===== config.mk =====
export PLATFORM = sky130hd
export DESIGN_NAME = pcs_timer
export DESIGN_NICKNAME = d
export VERILOG_FILES = /design/src/verilog/pcs_timer.v
export VERILOG_INCLUDE_DIRS = /design/src /design/src/verilog
export SDC_FILE = /design/constraint.sdc
export NUM_CORES = 2
export LEC_CHECK = 0
export BUFFER_PORTS_ARGS = -buffer_cell sky130_fd_sc_hd__buf_4
export CAP_MARGIN = 20
export CELL_PAD_IN_SITES_DETAIL_PLACEMENT = 1
export CELL_PAD_IN_SITES_GLOBAL_PLACEMENT = 1
export CORE_MARGIN = 5
export CORE_UTILIZATION = 54
export DETAILED_ROUTE_END_ITERATION = 16
export GPL_TIMING_DRIVEN = 0
export HOLD_SLACK_MARGIN = 0.06
export PLACE_DENSITY = 0.95
export RECOVER_POWER = 25
export SLEW_MARGIN = 15
export SYNTH_ARGS = -nofsm -noshare
export SYNTH_HDL_FRONTEND = slang
export SYNTH_SLANG_ARGS = --single-unit

===== constraint.sdc =====
create_clock -name REF_CLK -period 23.9 [get_ports REF_CLK]
set_clock_uncertainty 0.05 [all_clocks]
set_input_delay 7.17 -clock REF_CLK [delete_from_list [all_inputs] [get_ports REF_CLK]]
set_output_delay 7.17 -clock REF_CLK [all_outputs]
set_load 0.005 [all_outputs]

===== src/verilog/pcs_regs.vh =====
// pcs_regs.vh: register offsets, field positions, reset values and timing counts
// for the peer clock sync sampling timer; included by the design file and the bench top.
`ifndef PCS_REGS_VH
`define PCS_REGS_VH

// ----------------------------------------------------------------------------
// register byte offsets
// ----------------------------------------------------------------------------
`define PCS_OFF_CTRL 12'h000
`define PCS_OFF_PERIOD_INT 12'h004
`define PCS_OFF_PERIOD_FRAC 12'h008
`define PCS_OFF_STAMPS 12'h00c
`define PCS_OFF_SYNC_RES 12'h010
`define PCS_OFF_PHASE_IN 12'h014
`define PCS_OFF_FREQ_IN 12'h018
`define PCS_OFF_GAINS 12'h01c
`define PCS_OFF_FILT_OUT 12'h020
`define PCS_OFF_COUNTERS 12'h024
`define PCS_OFF_CAPTURE 12'h028

// ----------------------------------------------------------------------------
// field positions
// ----------------------------------------------------------------------------
`define PCS_CTRL_RUN 0
`define PCS_CTRL_SLOW 1
`define PCS_CTRL_FREQ_VALID 2
`define PCS_CTRL_CALC 3
`define PCS_CTRL_FILT_STEP 4
`define PCS_CAP_TX 0
`define PCS_CAP_RX 1

// ----------------------------------------------------------------------------
// reset values and constants
// ----------------------------------------------------------------------------
`define PCS_PERIOD_INT_RST 16'h0d00
`define PCS_PERIOD_FRAC_RST 16'h0000
`define PCS_GAINS_RST 32'h00040010
`define PCS_SAMPLES_PER_RELOAD 2'h3
`define PCS_CYCLES_PER_UPDATE_SLOW 2'h2
`define PCS_RTD_WRAP 10'h100
`define PCS_OFS_WRAP 10'h080
`define PCS_JITTER_US 130
`define PCS_CLK_MHZ 125
`define PCS_JITTER_CYC ((`PCS_JITTER_US * `PCS_CLK_MHZ))
`define PCS_RESP_SLVERR 2'h2
`define PCS_RESP_OKAY 2'h0

`endif


===== src/verilog/pcs_timer.v =====
// pcs_timer.v: sampling clock, stamp counter, round trip/offset arithmetic and PI loop
// filter of the peer clock sync core, with an AXI4-Lite register slave.
// assumes: one 125 MHz clock, synchronous active-high reset, inputs synchronous.
`include "pcs_regs.vh"
`timescale 1ns/1ps
`default_nettype none

// Operation
// a equals second-oldest stamp minus oldest stamp.
// b is newest minus previous; delay a+b, offset (a-b)/2.
// stamps unsigned and wrapping; differences and offset signed, delay positive.
// second-oldest above second-newest: delay minus 256, offset minus 128.
// oldest above newest: delay plus 256, offset plus 128.
// integer offset scaled to radians by pi/32 (fixed point output).
// stamps captured from sample counter at message tx/rx instant, low jitter.
// any fixed stamp bias must match on every terminal.
// two-terminal phase deviation: half atan2 of negated remote*conj(local).
// filter fed once per cycle fast channel, every three cycles slow.
// phase deviation passes a proportional-plus-integral stage.
// frequency input used when valid, otherwise zero.
// frequency and phase integrators share one accumulator.
// three fixed gains: integral, proportional, frequency.
// sample at each counter expiry; reload after four samples.
// period held as 16-bit integer and 16-bit fraction registers.
// fraction added at reload; carry loads integer plus one once.
// fraction accumulator never cleared, even on period change.
// 8-bit stamp counter increments each sample, wraps 255 to 0.
// a time stamp is a direct read of the stamp counter.
// sequence number is upper four bits of stamp counter.
// messages carry stamps and sequence number separately.
// differences done signed, ten bits wide, before corrections.
module pcs_timer (
  input wire REF_CLK,
  input wire RST,
  input wire [11:0] S_AXI_AWADDR,
  input wire S_AXI_AWVALID,
  output reg S_AXI_AWREADY,
  input wire [31:0] S_AXI_WDATA,
  input wire [3:0] S_AXI_WSTRB,
  input wire S_AXI_WVALID,
  output reg S_AXI_WREADY,
  output reg [1:0] S_AXI_BRESP,
  output reg S_AXI_BVALID,
  input wire S_AXI_BREADY,
  input wire [11:0] S_AXI_ARADDR,
  input wire S_AXI_ARVALID,
  output reg S_AXI_ARREADY,
  output reg [31:0] S_AXI_RDATA,
  output reg [1:0] S_AXI_RRESP,
  output reg S_AXI_RVALID,
  input wire S_AXI_RREADY,
  input wire TX_START,
  input wire RX_START,
  output reg SAMPLE_STROBE,
  output reg CYCLE_START,
  output reg [7:0] STAMP,
  output reg [3:0] SEQ_NUM,
  output reg FILTER_STROBE
);

  // --------------------------------------------------------------------------
  // registers
  // --------------------------------------------------------------------------
  reg [4:0] ctrl_q;
  reg [15:0] period_int_q;
  reg [15:0] period_frac_q;
  reg [31:0] stamps_q;
  reg [31:0] phase_in_q;
  reg [31:0] freq_in_q;
  reg [31:0] gains_q;
  reg [31:0] sync_res_q;
  reg [31:0] filt_out_q;
  reg [31:0] integ_q;
  reg [15:0] cnt_q;
  reg [15:0] frac_acc_q;
  reg [1:0] samp_in_grp_q;
  reg [7:0] stamp_q;
  reg [1:0] upd_div_q;
  reg [15:0] capture_q;
  reg calc_go;
  reg filt_go;

  // --------------------------------------------------------------------------
  // write channel: address and data taken in either order
  // --------------------------------------------------------------------------
  reg aw_held_q;
  reg w_held_q;
  reg [11:0] awaddr_q;
  reg [31:0] wdata_q;
  reg [3:0] wstrb_q;
  wire aw_have = aw_held_q | (S_AXI_AWVALID & S_AXI_AWREADY);
  wire w_have = w_held_q | (S_AXI_WVALID & S_AXI_WREADY);
  wire [11:0] wa = aw_held_q ? awaddr_q : S_AXI_AWADDR;
  wire [31:0] wd = w_held_q ? wdata_q : S_AXI_WDATA;
  wire [3:0] ws = w_held_q ? wstrb_q : S_AXI_WSTRB;
  wire wr_fire = aw_have & w_have & ~S_AXI_BVALID;

  function [31:0] merge;
    input [31:0] old;
    input [31:0] nw;
    input [3:0] st;
    integer i;
    begin
      merge = old;
      for (i = 0; i < 4; i = i + 1) begin
        if (st[i])
          merge[i*8 +: 8] = nw[i*8 +: 8];
      end
    end
  endfunction

  wire wr_ok = (wa == `PCS_OFF_CTRL) || (wa == `PCS_OFF_PERIOD_INT) ||
               (wa == `PCS_OFF_PERIOD_FRAC) || (wa == `PCS_OFF_STAMPS) ||
               (wa == `PCS_OFF_PHASE_IN) || (wa == `PCS_OFF_FREQ_IN) ||
               (wa == `PCS_OFF_GAINS);
  wire [31:0] ctrl_new = merge({27'h0, ctrl_q}, wd, ws);
  // merge works on whole words, only the low half of these lands in a register
  wire [31:0] pint_new = merge({16'h0, period_int_q}, wd, ws);
  wire [31:0] pfrac_new = merge({16'h0, period_frac_q}, wd, ws);

  always @(posedge REF_CLK) begin
    if (RST) begin
      S_AXI_AWREADY <= 1'b0;
      S_AXI_WREADY <= 1'b0;
      S_AXI_BVALID <= 1'b0;
      S_AXI_BRESP <= `PCS_RESP_OKAY;
      aw_held_q <= 1'b0;
      w_held_q <= 1'b0;
      awaddr_q <= 12'h000;
      wdata_q <= 32'h0;
      wstrb_q <= 4'h0;
      ctrl_q <= 5'h01;
      period_int_q <= `PCS_PERIOD_INT_RST;
      period_frac_q <= `PCS_PERIOD_FRAC_RST;
      stamps_q <= 32'h0;
      phase_in_q <= 32'h0;
      freq_in_q <= 32'h0;
      gains_q <= `PCS_GAINS_RST;
      calc_go <= 1'b0;
      filt_go <= 1'b0;
    end else begin
      calc_go <= 1'b0;
      filt_go <= 1'b0;
      // ready toggles while idle; a taken half is parked until its partner arrives
      S_AXI_AWREADY <= ~aw_have & ~S_AXI_AWREADY;
      S_AXI_WREADY <= ~w_have & ~S_AXI_WREADY;
      if (S_AXI_AWVALID & S_AXI_AWREADY) begin
        aw_held_q <= 1'b1;
        awaddr_q <= S_AXI_AWADDR;
      end
      if (S_AXI_WVALID & S_AXI_WREADY) begin
        w_held_q <= 1'b1;
        wdata_q <= S_AXI_WDATA;
        wstrb_q <= S_AXI_WSTRB;
      end
      if (wr_fire) begin
        aw_held_q <= 1'b0;
        w_held_q <= 1'b0;
        S_AXI_AWREADY <= 1'b0;
        S_AXI_WREADY <= 1'b0;
        S_AXI_BVALID <= 1'b1;
        S_AXI_BRESP <= wr_ok ? `PCS_RESP_OKAY : `PCS_RESP_SLVERR;
        case (wa)
          `PCS_OFF_CTRL: begin
            // calc and step bits are self-clearing triggers
            ctrl_q <= {2'b00, ctrl_new[2:0]};
            calc_go <= ctrl_new[`PCS_CTRL_CALC];
            filt_go <= ctrl_new[`PCS_CTRL_FILT_STEP];
          end
          // fraction accumulator deliberately left alone on period change
          `PCS_OFF_PERIOD_INT: period_int_q <= pint_new[15:0];
          `PCS_OFF_PERIOD_FRAC: period_frac_q <= pfrac_new[15:0];
          `PCS_OFF_STAMPS: stamps_q <= merge(stamps_q, wd, ws);
          `PCS_OFF_PHASE_IN: phase_in_q <= merge(phase_in_q, wd, ws);
          `PCS_OFF_FREQ_IN: freq_in_q <= merge(freq_in_q, wd, ws);
          `PCS_OFF_GAINS: gains_q <= merge(gains_q, wd, ws);
          default: ;
        endcase
      end else if (S_AXI_BVALID & S_AXI_BREADY) begin
        S_AXI_BVALID <= 1'b0;
      end
    end
  end

  // --------------------------------------------------------------------------
  // read channel
  // --------------------------------------------------------------------------
  reg [31:0] rd_mux;
  reg rd_ok;
  always @* begin
    rd_ok = 1'b1;
    case (S_AXI_ARADDR)
      `PCS_OFF_CTRL: rd_mux = {27'h0, ctrl_q};
      `PCS_OFF_PERIOD_INT: rd_mux = {16'h0, period_int_q};
      `PCS_OFF_PERIOD_FRAC: rd_mux = {16'h0, period_frac_q};
      `PCS_OFF_STAMPS: rd_mux = stamps_q;
      `PCS_OFF_SYNC_RES: rd_mux = sync_res_q;
      `PCS_OFF_PHASE_IN: rd_mux = phase_in_q;
      `PCS_OFF_FREQ_IN: rd_mux = freq_in_q;
      `PCS_OFF_GAINS: rd_mux = gains_q;
      `PCS_OFF_FILT_OUT: rd_mux = filt_out_q;
      // live stamp counter read, sequence number packed beside it
      `PCS_OFF_COUNTERS: rd_mux = {frac_acc_q, 4'h0, stamp_q[7:4], stamp_q};
      `PCS_OFF_CAPTURE: rd_mux = {16'h0, capture_q};
      default: begin
        rd_mux = 32'h0;
        rd_ok = 1'b0;
      end
    endcase
  end

  always @(posedge REF_CLK) begin
    if (RST) begin
      S_AXI_ARREADY <= 1'b0;
      S_AXI_RVALID <= 1'b0;
      S_AXI_RDATA <= 32'h0;
      S_AXI_RRESP <= `PCS_RESP_OKAY;
    end else begin
      // address only offered while no answer stands, so one read is in flight
      S_AXI_ARREADY <= 1'b0;
      if (S_AXI_ARVALID & S_AXI_ARREADY) begin
        S_AXI_RVALID <= 1'b1;
        S_AXI_RDATA <= rd_mux;
        S_AXI_RRESP <= rd_ok ? `PCS_RESP_OKAY : `PCS_RESP_SLVERR;
      end else if (S_AXI_RVALID) begin
        if (S_AXI_RREADY)
          S_AXI_RVALID <= 1'b0;
      end else if (S_AXI_ARVALID) begin
        S_AXI_ARREADY <= 1'b1;
      end
    end
  end

  // --------------------------------------------------------------------------
  // sampling counter with fractional reload
  // --------------------------------------------------------------------------
  // a period value of n gives n+1 clocks per sample; only the reload adds the carry
  wire expire = ctrl_q[`PCS_CTRL_RUN] && (cnt_q == 16'h0000);
  wire reload = expire && (samp_in_grp_q == `PCS_SAMPLES_PER_RELOAD);
  wire [16:0] frac_sum = {1'b0, frac_acc_q} + {1'b0, period_frac_q};
  wire [15:0] load_val = period_int_q + {15'h0, frac_sum[16]};

  always @(posedge REF_CLK) begin
    if (RST) begin
      cnt_q <= `PCS_PERIOD_INT_RST;
      frac_acc_q <= 16'h0000;
      samp_in_grp_q <= 2'h0;
      stamp_q <= 8'h00;
      upd_div_q <= 2'h0;
      SAMPLE_STROBE <= 1'b0;
      CYCLE_START <= 1'b0;
      FILTER_STROBE <= 1'b0;
      STAMP <= 8'h00;
      SEQ_NUM <= 4'h0;
    end else begin
      SAMPLE_STROBE <= expire;
      CYCLE_START <= expire && (stamp_q[5:0] == 6'h3f);
      FILTER_STROBE <= 1'b0;
      STAMP <= stamp_q;
      SEQ_NUM <= stamp_q[7:4];
      if (expire) begin
        samp_in_grp_q <= samp_in_grp_q + 2'h1;
        stamp_q <= stamp_q + 8'h01; // wraps 255 to 0 on its own
        if (stamp_q[5:0] == 6'h3f) begin
          // one filter update per cycle, or one per three on slow channel
          if (!ctrl_q[`PCS_CTRL_SLOW] || upd_div_q == `PCS_CYCLES_PER_UPDATE_SLOW) begin
            FILTER_STROBE <= 1'b1;
            upd_div_q <= 2'h0;
          end else begin
            upd_div_q <= upd_div_q + 2'h1;
          end
        end
      end
      if (reload) begin
        frac_acc_q <= frac_sum[15:0];
        cnt_q <= load_val; // carry adds one for this period only
      end else if (expire) begin
        cnt_q <= period_int_q;
      end else if (ctrl_q[`PCS_CTRL_RUN]) begin
        cnt_q <= cnt_q - 16'h0001;
      end
    end
  end

  // --------------------------------------------------------------------------
  // stamp capture at message start, same one-cycle latency both ways
  // --------------------------------------------------------------------------
  always @(posedge REF_CLK) begin
    if (RST) begin
      capture_q <= 16'h0;
    end else begin
      // identical path for tx and rx keeps any bias equal on all ends
      if (TX_START)
        capture_q[7:0] <= stamp_q;
      if (RX_START)
        capture_q[15:8] <= stamp_q;
    end
  end

  // --------------------------------------------------------------------------
  // round trip and offset: stamps_q = {newest, prev, second-oldest, oldest}
  // --------------------------------------------------------------------------
  // t3 is the oldest stamp, t0 the newest
  wire [7:0] t3 = stamps_q[7:0];
  wire [7:0] t2 = stamps_q[15:8];
  wire [7:0] t1 = stamps_q[23:16];
  wire [7:0] t0 = stamps_q[31:24];
  // ten bits so sums and corrections cannot overflow
  wire signed [9:0] dif_a = $signed({2'b00, t2}) - $signed({2'b00, t3});
  wire signed [9:0] dif_b = $signed({2'b00, t0}) - $signed({2'b00, t1});
  wire signed [9:0] rtd_raw = dif_a + dif_b;
  wire signed [9:0] ofs2_raw = dif_a - dif_b;
  wire signed [9:0] ofs_raw = ofs2_raw >>> 1;
  reg signed [9:0] rtd_c;
  reg signed [9:0] ofs_c;
  always @* begin
    rtd_c = rtd_raw;
    ofs_c = ofs_raw;
    if (t2 > t1) begin
      rtd_c = rtd_c - $signed(`PCS_RTD_WRAP);
      ofs_c = ofs_c - $signed(`PCS_OFS_WRAP);
    end
    if (t3 > t0) begin
      rtd_c = rtd_c + $signed(`PCS_RTD_WRAP);
      ofs_c = ofs_c + $signed(`PCS_OFS_WRAP);
    end
  end
  // radians in q.8: offset*pi/32 with pi/32 ~ 25/256
  wire signed [17:0] ofs_rad = ofs_c * $signed(8'sd25);

  always @(posedge REF_CLK) begin
    if (RST) begin
      sync_res_q <= 32'h0;
    end else if (calc_go) begin
      // delay kept unsigned positive, offset signed
      sync_res_q <= {ofs_rad[13:0], ofs_c[7:0], rtd_c[9:0]};
    end
  end

  // --------------------------------------------------------------------------
  // PI loop filter with frequency input on a single shared integrator
  // phase_in_q holds the current-derived deviation (atan2(-im,-re)/2)
  // --------------------------------------------------------------------------
  wire [15:0] integral_gain = {8'h00, gains_q[7:0]};
  wire [15:0] proportional_gain = {8'h00, gains_q[15:8]};
  wire [15:0] frequency_gain = gains_q[31:16];
  // frequency term is zero unless software marks it valid
  wire signed [15:0] freq_term = ctrl_q[`PCS_CTRL_FREQ_VALID] ? freq_in_q[15:0] : 16'sh0000;
  wire signed [15:0] ph = phase_in_q[15:0];
  wire signed [31:0] ki_term = ph * $signed({1'b0, integral_gain[14:0]});
  wire signed [31:0] kf_term = freq_term * $signed({1'b0, frequency_gain[14:0]});
  wire signed [31:0] kp_term = ph * $signed({1'b0, proportional_gain[14:0]});
  wire filt_step = FILTER_STROBE | filt_go;

  // --------------------------------------------------------------------------
  // filter update
  // --------------------------------------------------------------------------
  // accumulator wraps at 32 bits; gains must keep the loop well inside that
  always @(posedge REF_CLK) begin
    if (RST) begin
      integ_q <= 32'h0;
      filt_out_q <= 32'h0;
    end else if (filt_step) begin
      // one accumulator for both paths so they cannot drift apart
      integ_q <= integ_q + ki_term + kf_term;
      filt_out_q <= integ_q + ki_term + kf_term + kp_term;
    end
  end

endmodule
`default_nettype wire


==> metrics.md <==
| Metric | Value |
|---|---|
| Die Wd | 290 um |
| Number of synthesized register bits | 418 |
| Core area | 77500 um2 |
| Rows | 102 |
| Synth-to-Final Area Change | 9.13% |
| Slew Limit Fails | 0 |
| Worst-path maximum fanout | 10 |
| Synth area leaders | fa_1 25%, dfxtp_1 20%, ha_1 9.4%, inv_1 7.0%, nand2_1 5.1% |
| First-pass GRT wire length | 270000 um |
| Multi-input logic area | 29900 um2 |
| Initial antenna violation count | 12 |
| Top Family by Delay on Critical Path | adder cells |
| Avg WL per Cell | 29.2 um |
| CP peak stage delay | 0.62 ns |
| Combinational power share | 7.7% |
| Initial core utilization | 54.5% |
| Clock-pin slew on the worst setup and hold paths | 0.07 ns |
| TNS Setup | 0 ns |
| YS warnings | 0 |
| Sw Ratio | 27.3% |
| DR pass1 iterations | 8 |
| CTS-repair resized insts | 0 |
| GRT overflow | 0 |
| RD Place Congestion | 1.05 |
| Reg-to-Reg Start | phase_in_q[5] |
| Routing usage on met3 | 13.5% |
| Met1 Use GR | 48.9% |
| Post-synth EDFFs | 0 |
| Die height | 290 um |
| Worst Max-Slew Pin Slew | 1.32 ns |
| DRT iter0 DRCs | 4456 |
| Die ar. | 83900 um2 |
| HPWL Detailed | 141000 um |
| CP bufs+invs | 8 |
| Worst hold path type | flop to flop |
| Cells after DPL | 6130 |
| Synth unique cells | 89 |
| Seq. cell area | 8370 um2 |
| Asr flop ratio synth | 0% |
| Vias/cell | 6.51 |
| Fin crit period | 13.70 ns |
| MaxCap Viol Count | 0 |
| Switch Pwr | 0.444 mW |
| Crit end category | flop |
| TritonCTS buffer count | 47 |
| # Post-CTS Setup Buffers | 0 |
| Area share of the largest cell type after synthesis | 24.8% |
| Register area share after synthesis | 19.8% |
| Top-count cell post-synth | inv_1 |
| RSZ-0062 raised after global routing | false |
| Clock tree root driver cell | clkbuf_16 |
| CTS sink cnt | 418 |
| Slew margin rel. | 11.0% |
| Crit-path slowest cell | clkbuf_1 |
| Routed wire length | 182000 um |
| GRT Util Overall | 42.7% |
| Final Non-Filler Cells | 6223 |
| Fin crit share | 57.3% |
| Hold buffer count at CTS | 0 |
| Int Pwr | 1.18 mW |
| I/O Buffers | 118 |
| Maximum operating frequency | 0.0730 GHz |
| Syn Std Cell Area | 42200 um2 |
| Layout net count | 6052 |
| Via count | 40.5k |
| Share of cells above drive strength 1 | 5.00% |
| # setup viols final | 0 |
| Max IR drop VDD | 54.2 uV |
| Clk pwr share | 48.4% |
| Status | completed |
| Met2 GRT Util | 68.1% |
| Dominant synthesized flop cell | dfxtp_1 |
| Synth area leader | fa_1 |
| Pin count of the biggest net entering global routing | 17 |
| H-tree depth | 2 |
| Critical Path RT | 24.39 ns |
| Lkg Pwr | 20.3 nW |
| Vias in the first global route | 44.8k |
| Final Hold Vio Count | 0 |
| Cells after synthesis | 4963 |
| CTS tree | yes |
| Critical path type | flop to flop |
| Worst Hold Launch | wstrb_q[2] |
| Worst Hold Slack | 0.408 ns |
| Critical Path AT | 14.19 ns |
| Skew-Pair Late Insertion Delay | 0.64 ns |
| Final ANT Viol Nets | 0 |
| Power Dens Cells | 35.3 nW/um2 |
| Cell mode on critical path | fa_1 |
| Ports | 125 |
| CTS Buffer Depth | 3 |
| Crit start category | flop |
| Avg Cell Area, Syn | 8.51 um2 |
| CP startpoint | phase_in_q[5] |
| Power share of the sequential group | 44.0% |
| Most frequent cells after synthesis | 791 x inv_1, 569 x nand2_1, 524 x fa_1, 418 x dfxtp_1, 363 x nor2_1 |
| # DRC | 0 |
| Grt peak-use layer | met2 |
| Fill cells | 9288 |
power by group through the flow:
| stage | clock network (mW) | logic [mW] | registers [mW] |
|---|---|---|---|
| after detailed placement | 0 | 0.116 | 0.730 |
| after floorplan | 0 | 0.0585 | 0.727 |
| after CTS | 0.775 | 0.119 | 0.715 |
| final | 0.787 | 0.125 | 0.715 |
| after global placement | 0 | 0.110 | 0.729 |
| after global routing | 0.805 | 0.127 | 0.715 |
stage by stage:
stage	area (um2)	total power [mW]	utilization (%)	setup WS, ns
after floorplan	42200	0.786	-	13.24
after global placement	44400	0.839	57.3	11.20
after detailed placement	44500	0.846	57.4	10.57
after CTS	46100	1.61	59.5	10.50
after global routing	46100	1.65	59.5	9.74
final	46100	1.63	59.5	10.20
cell usage in the layout, fill, tap and decap left out, types with 41 or more instances in the layout:
cell type  instances
o21ai_0          139
a21oi_1          287
a221oi_1          41
a211oi_1         198
mux2i_1           78
dfxtp_1          418
and3_1           118
clkbuf_1         268
inv_1            791
ha_1             317
clkbuf_16         47
nand3_1           42
nor2_1           363
xor2_1            59
and2_1           160
fa_1             524
buf_4             74
clkbuf_4          41
a21o_1            49
xnor2_1          119
nand2_1          569
a22oi_1           56
nor3_1            47
registers in the layout, indices dropped and copies added, names as in the netlist, 29 cells and up:
| register | cells |
|---|---|
| phase_in_q | 32 |
| filt_out_q | 32 |
| sync_res_q | 29 |
| S_AXI_RDATA | 32 |
| stamps_q | 32 |
| wdata_q | 32 |
| gains_q | 32 |
| integ_q | 32 |
| freq_in_q | 32 |
worst paths after layout:
check                                      end  slack [ns]  cells past startpoint
worst max-delay path            filt_out_q[28]       10.20                     50
worst min-delay path                wstrb_q[2]        0.41                      2
worst max register to register  filt_out_q[28]       10.20                     50
worst min register to register      wstrb_q[2]        0.41                      2
layer usage:
layer / up-vias / routed length (um)
met3: 1127 / 21000
met2: 2771 / 81100
met1: 20100 / 63100
met4: 6 / 16300
li1: 16500 / -
met5: - / 45
cells by family (layout without fill, tap and decap cells):
| kind of cell | count (synthesis) | in the layout | share of synthesized area, % |
|---|---|---|---|
| adder cells (fa/ha/maj) | 841 | 841 | 34.2 |
| other | 1 | 8 | 0.00888 |
| flip-flops | 418 | 418 | 19.8 |
| AND/OR/NAND/NOR | 1432 | 1432 | 15.6 |
| multiplexers | 107 | 107 | 2.64 |
| buffers and inverters | 1056 | 1269 | 9.45 |
| AO/OA/AOI/OAI | 926 | 926 | 14.4 |
| XOR/XNOR | 182 | 182 | 3.90 |
worst register-to-register path: cells and delay by family, from the launching register on:
kind                       cells  cell delay, ns
xor gates and xnor gates       3            0.91
AOI/OAI and AO/OA             21            4.32
buffers and inverters          8            1.64
adders and majority gates     12            5.23
and+or+nand+nor                6            1.15
DFF                            1            0.32
area by class of cell:
class / count / share of cell area, %
plain buffers: 264 / 2.21
well taps: 1040 / 2.82
inverters: 792 / 6.46
repair buffers: 129 / 1.96
flip-flops and latches: 418 / 18.2
clock buffers: 61 / 2.80
multi-input cells: 3490 / 64.9
diodes: 6 / 0.0326
clock inverters: 23 / 0.684
(Power assumes the default switching activity.)
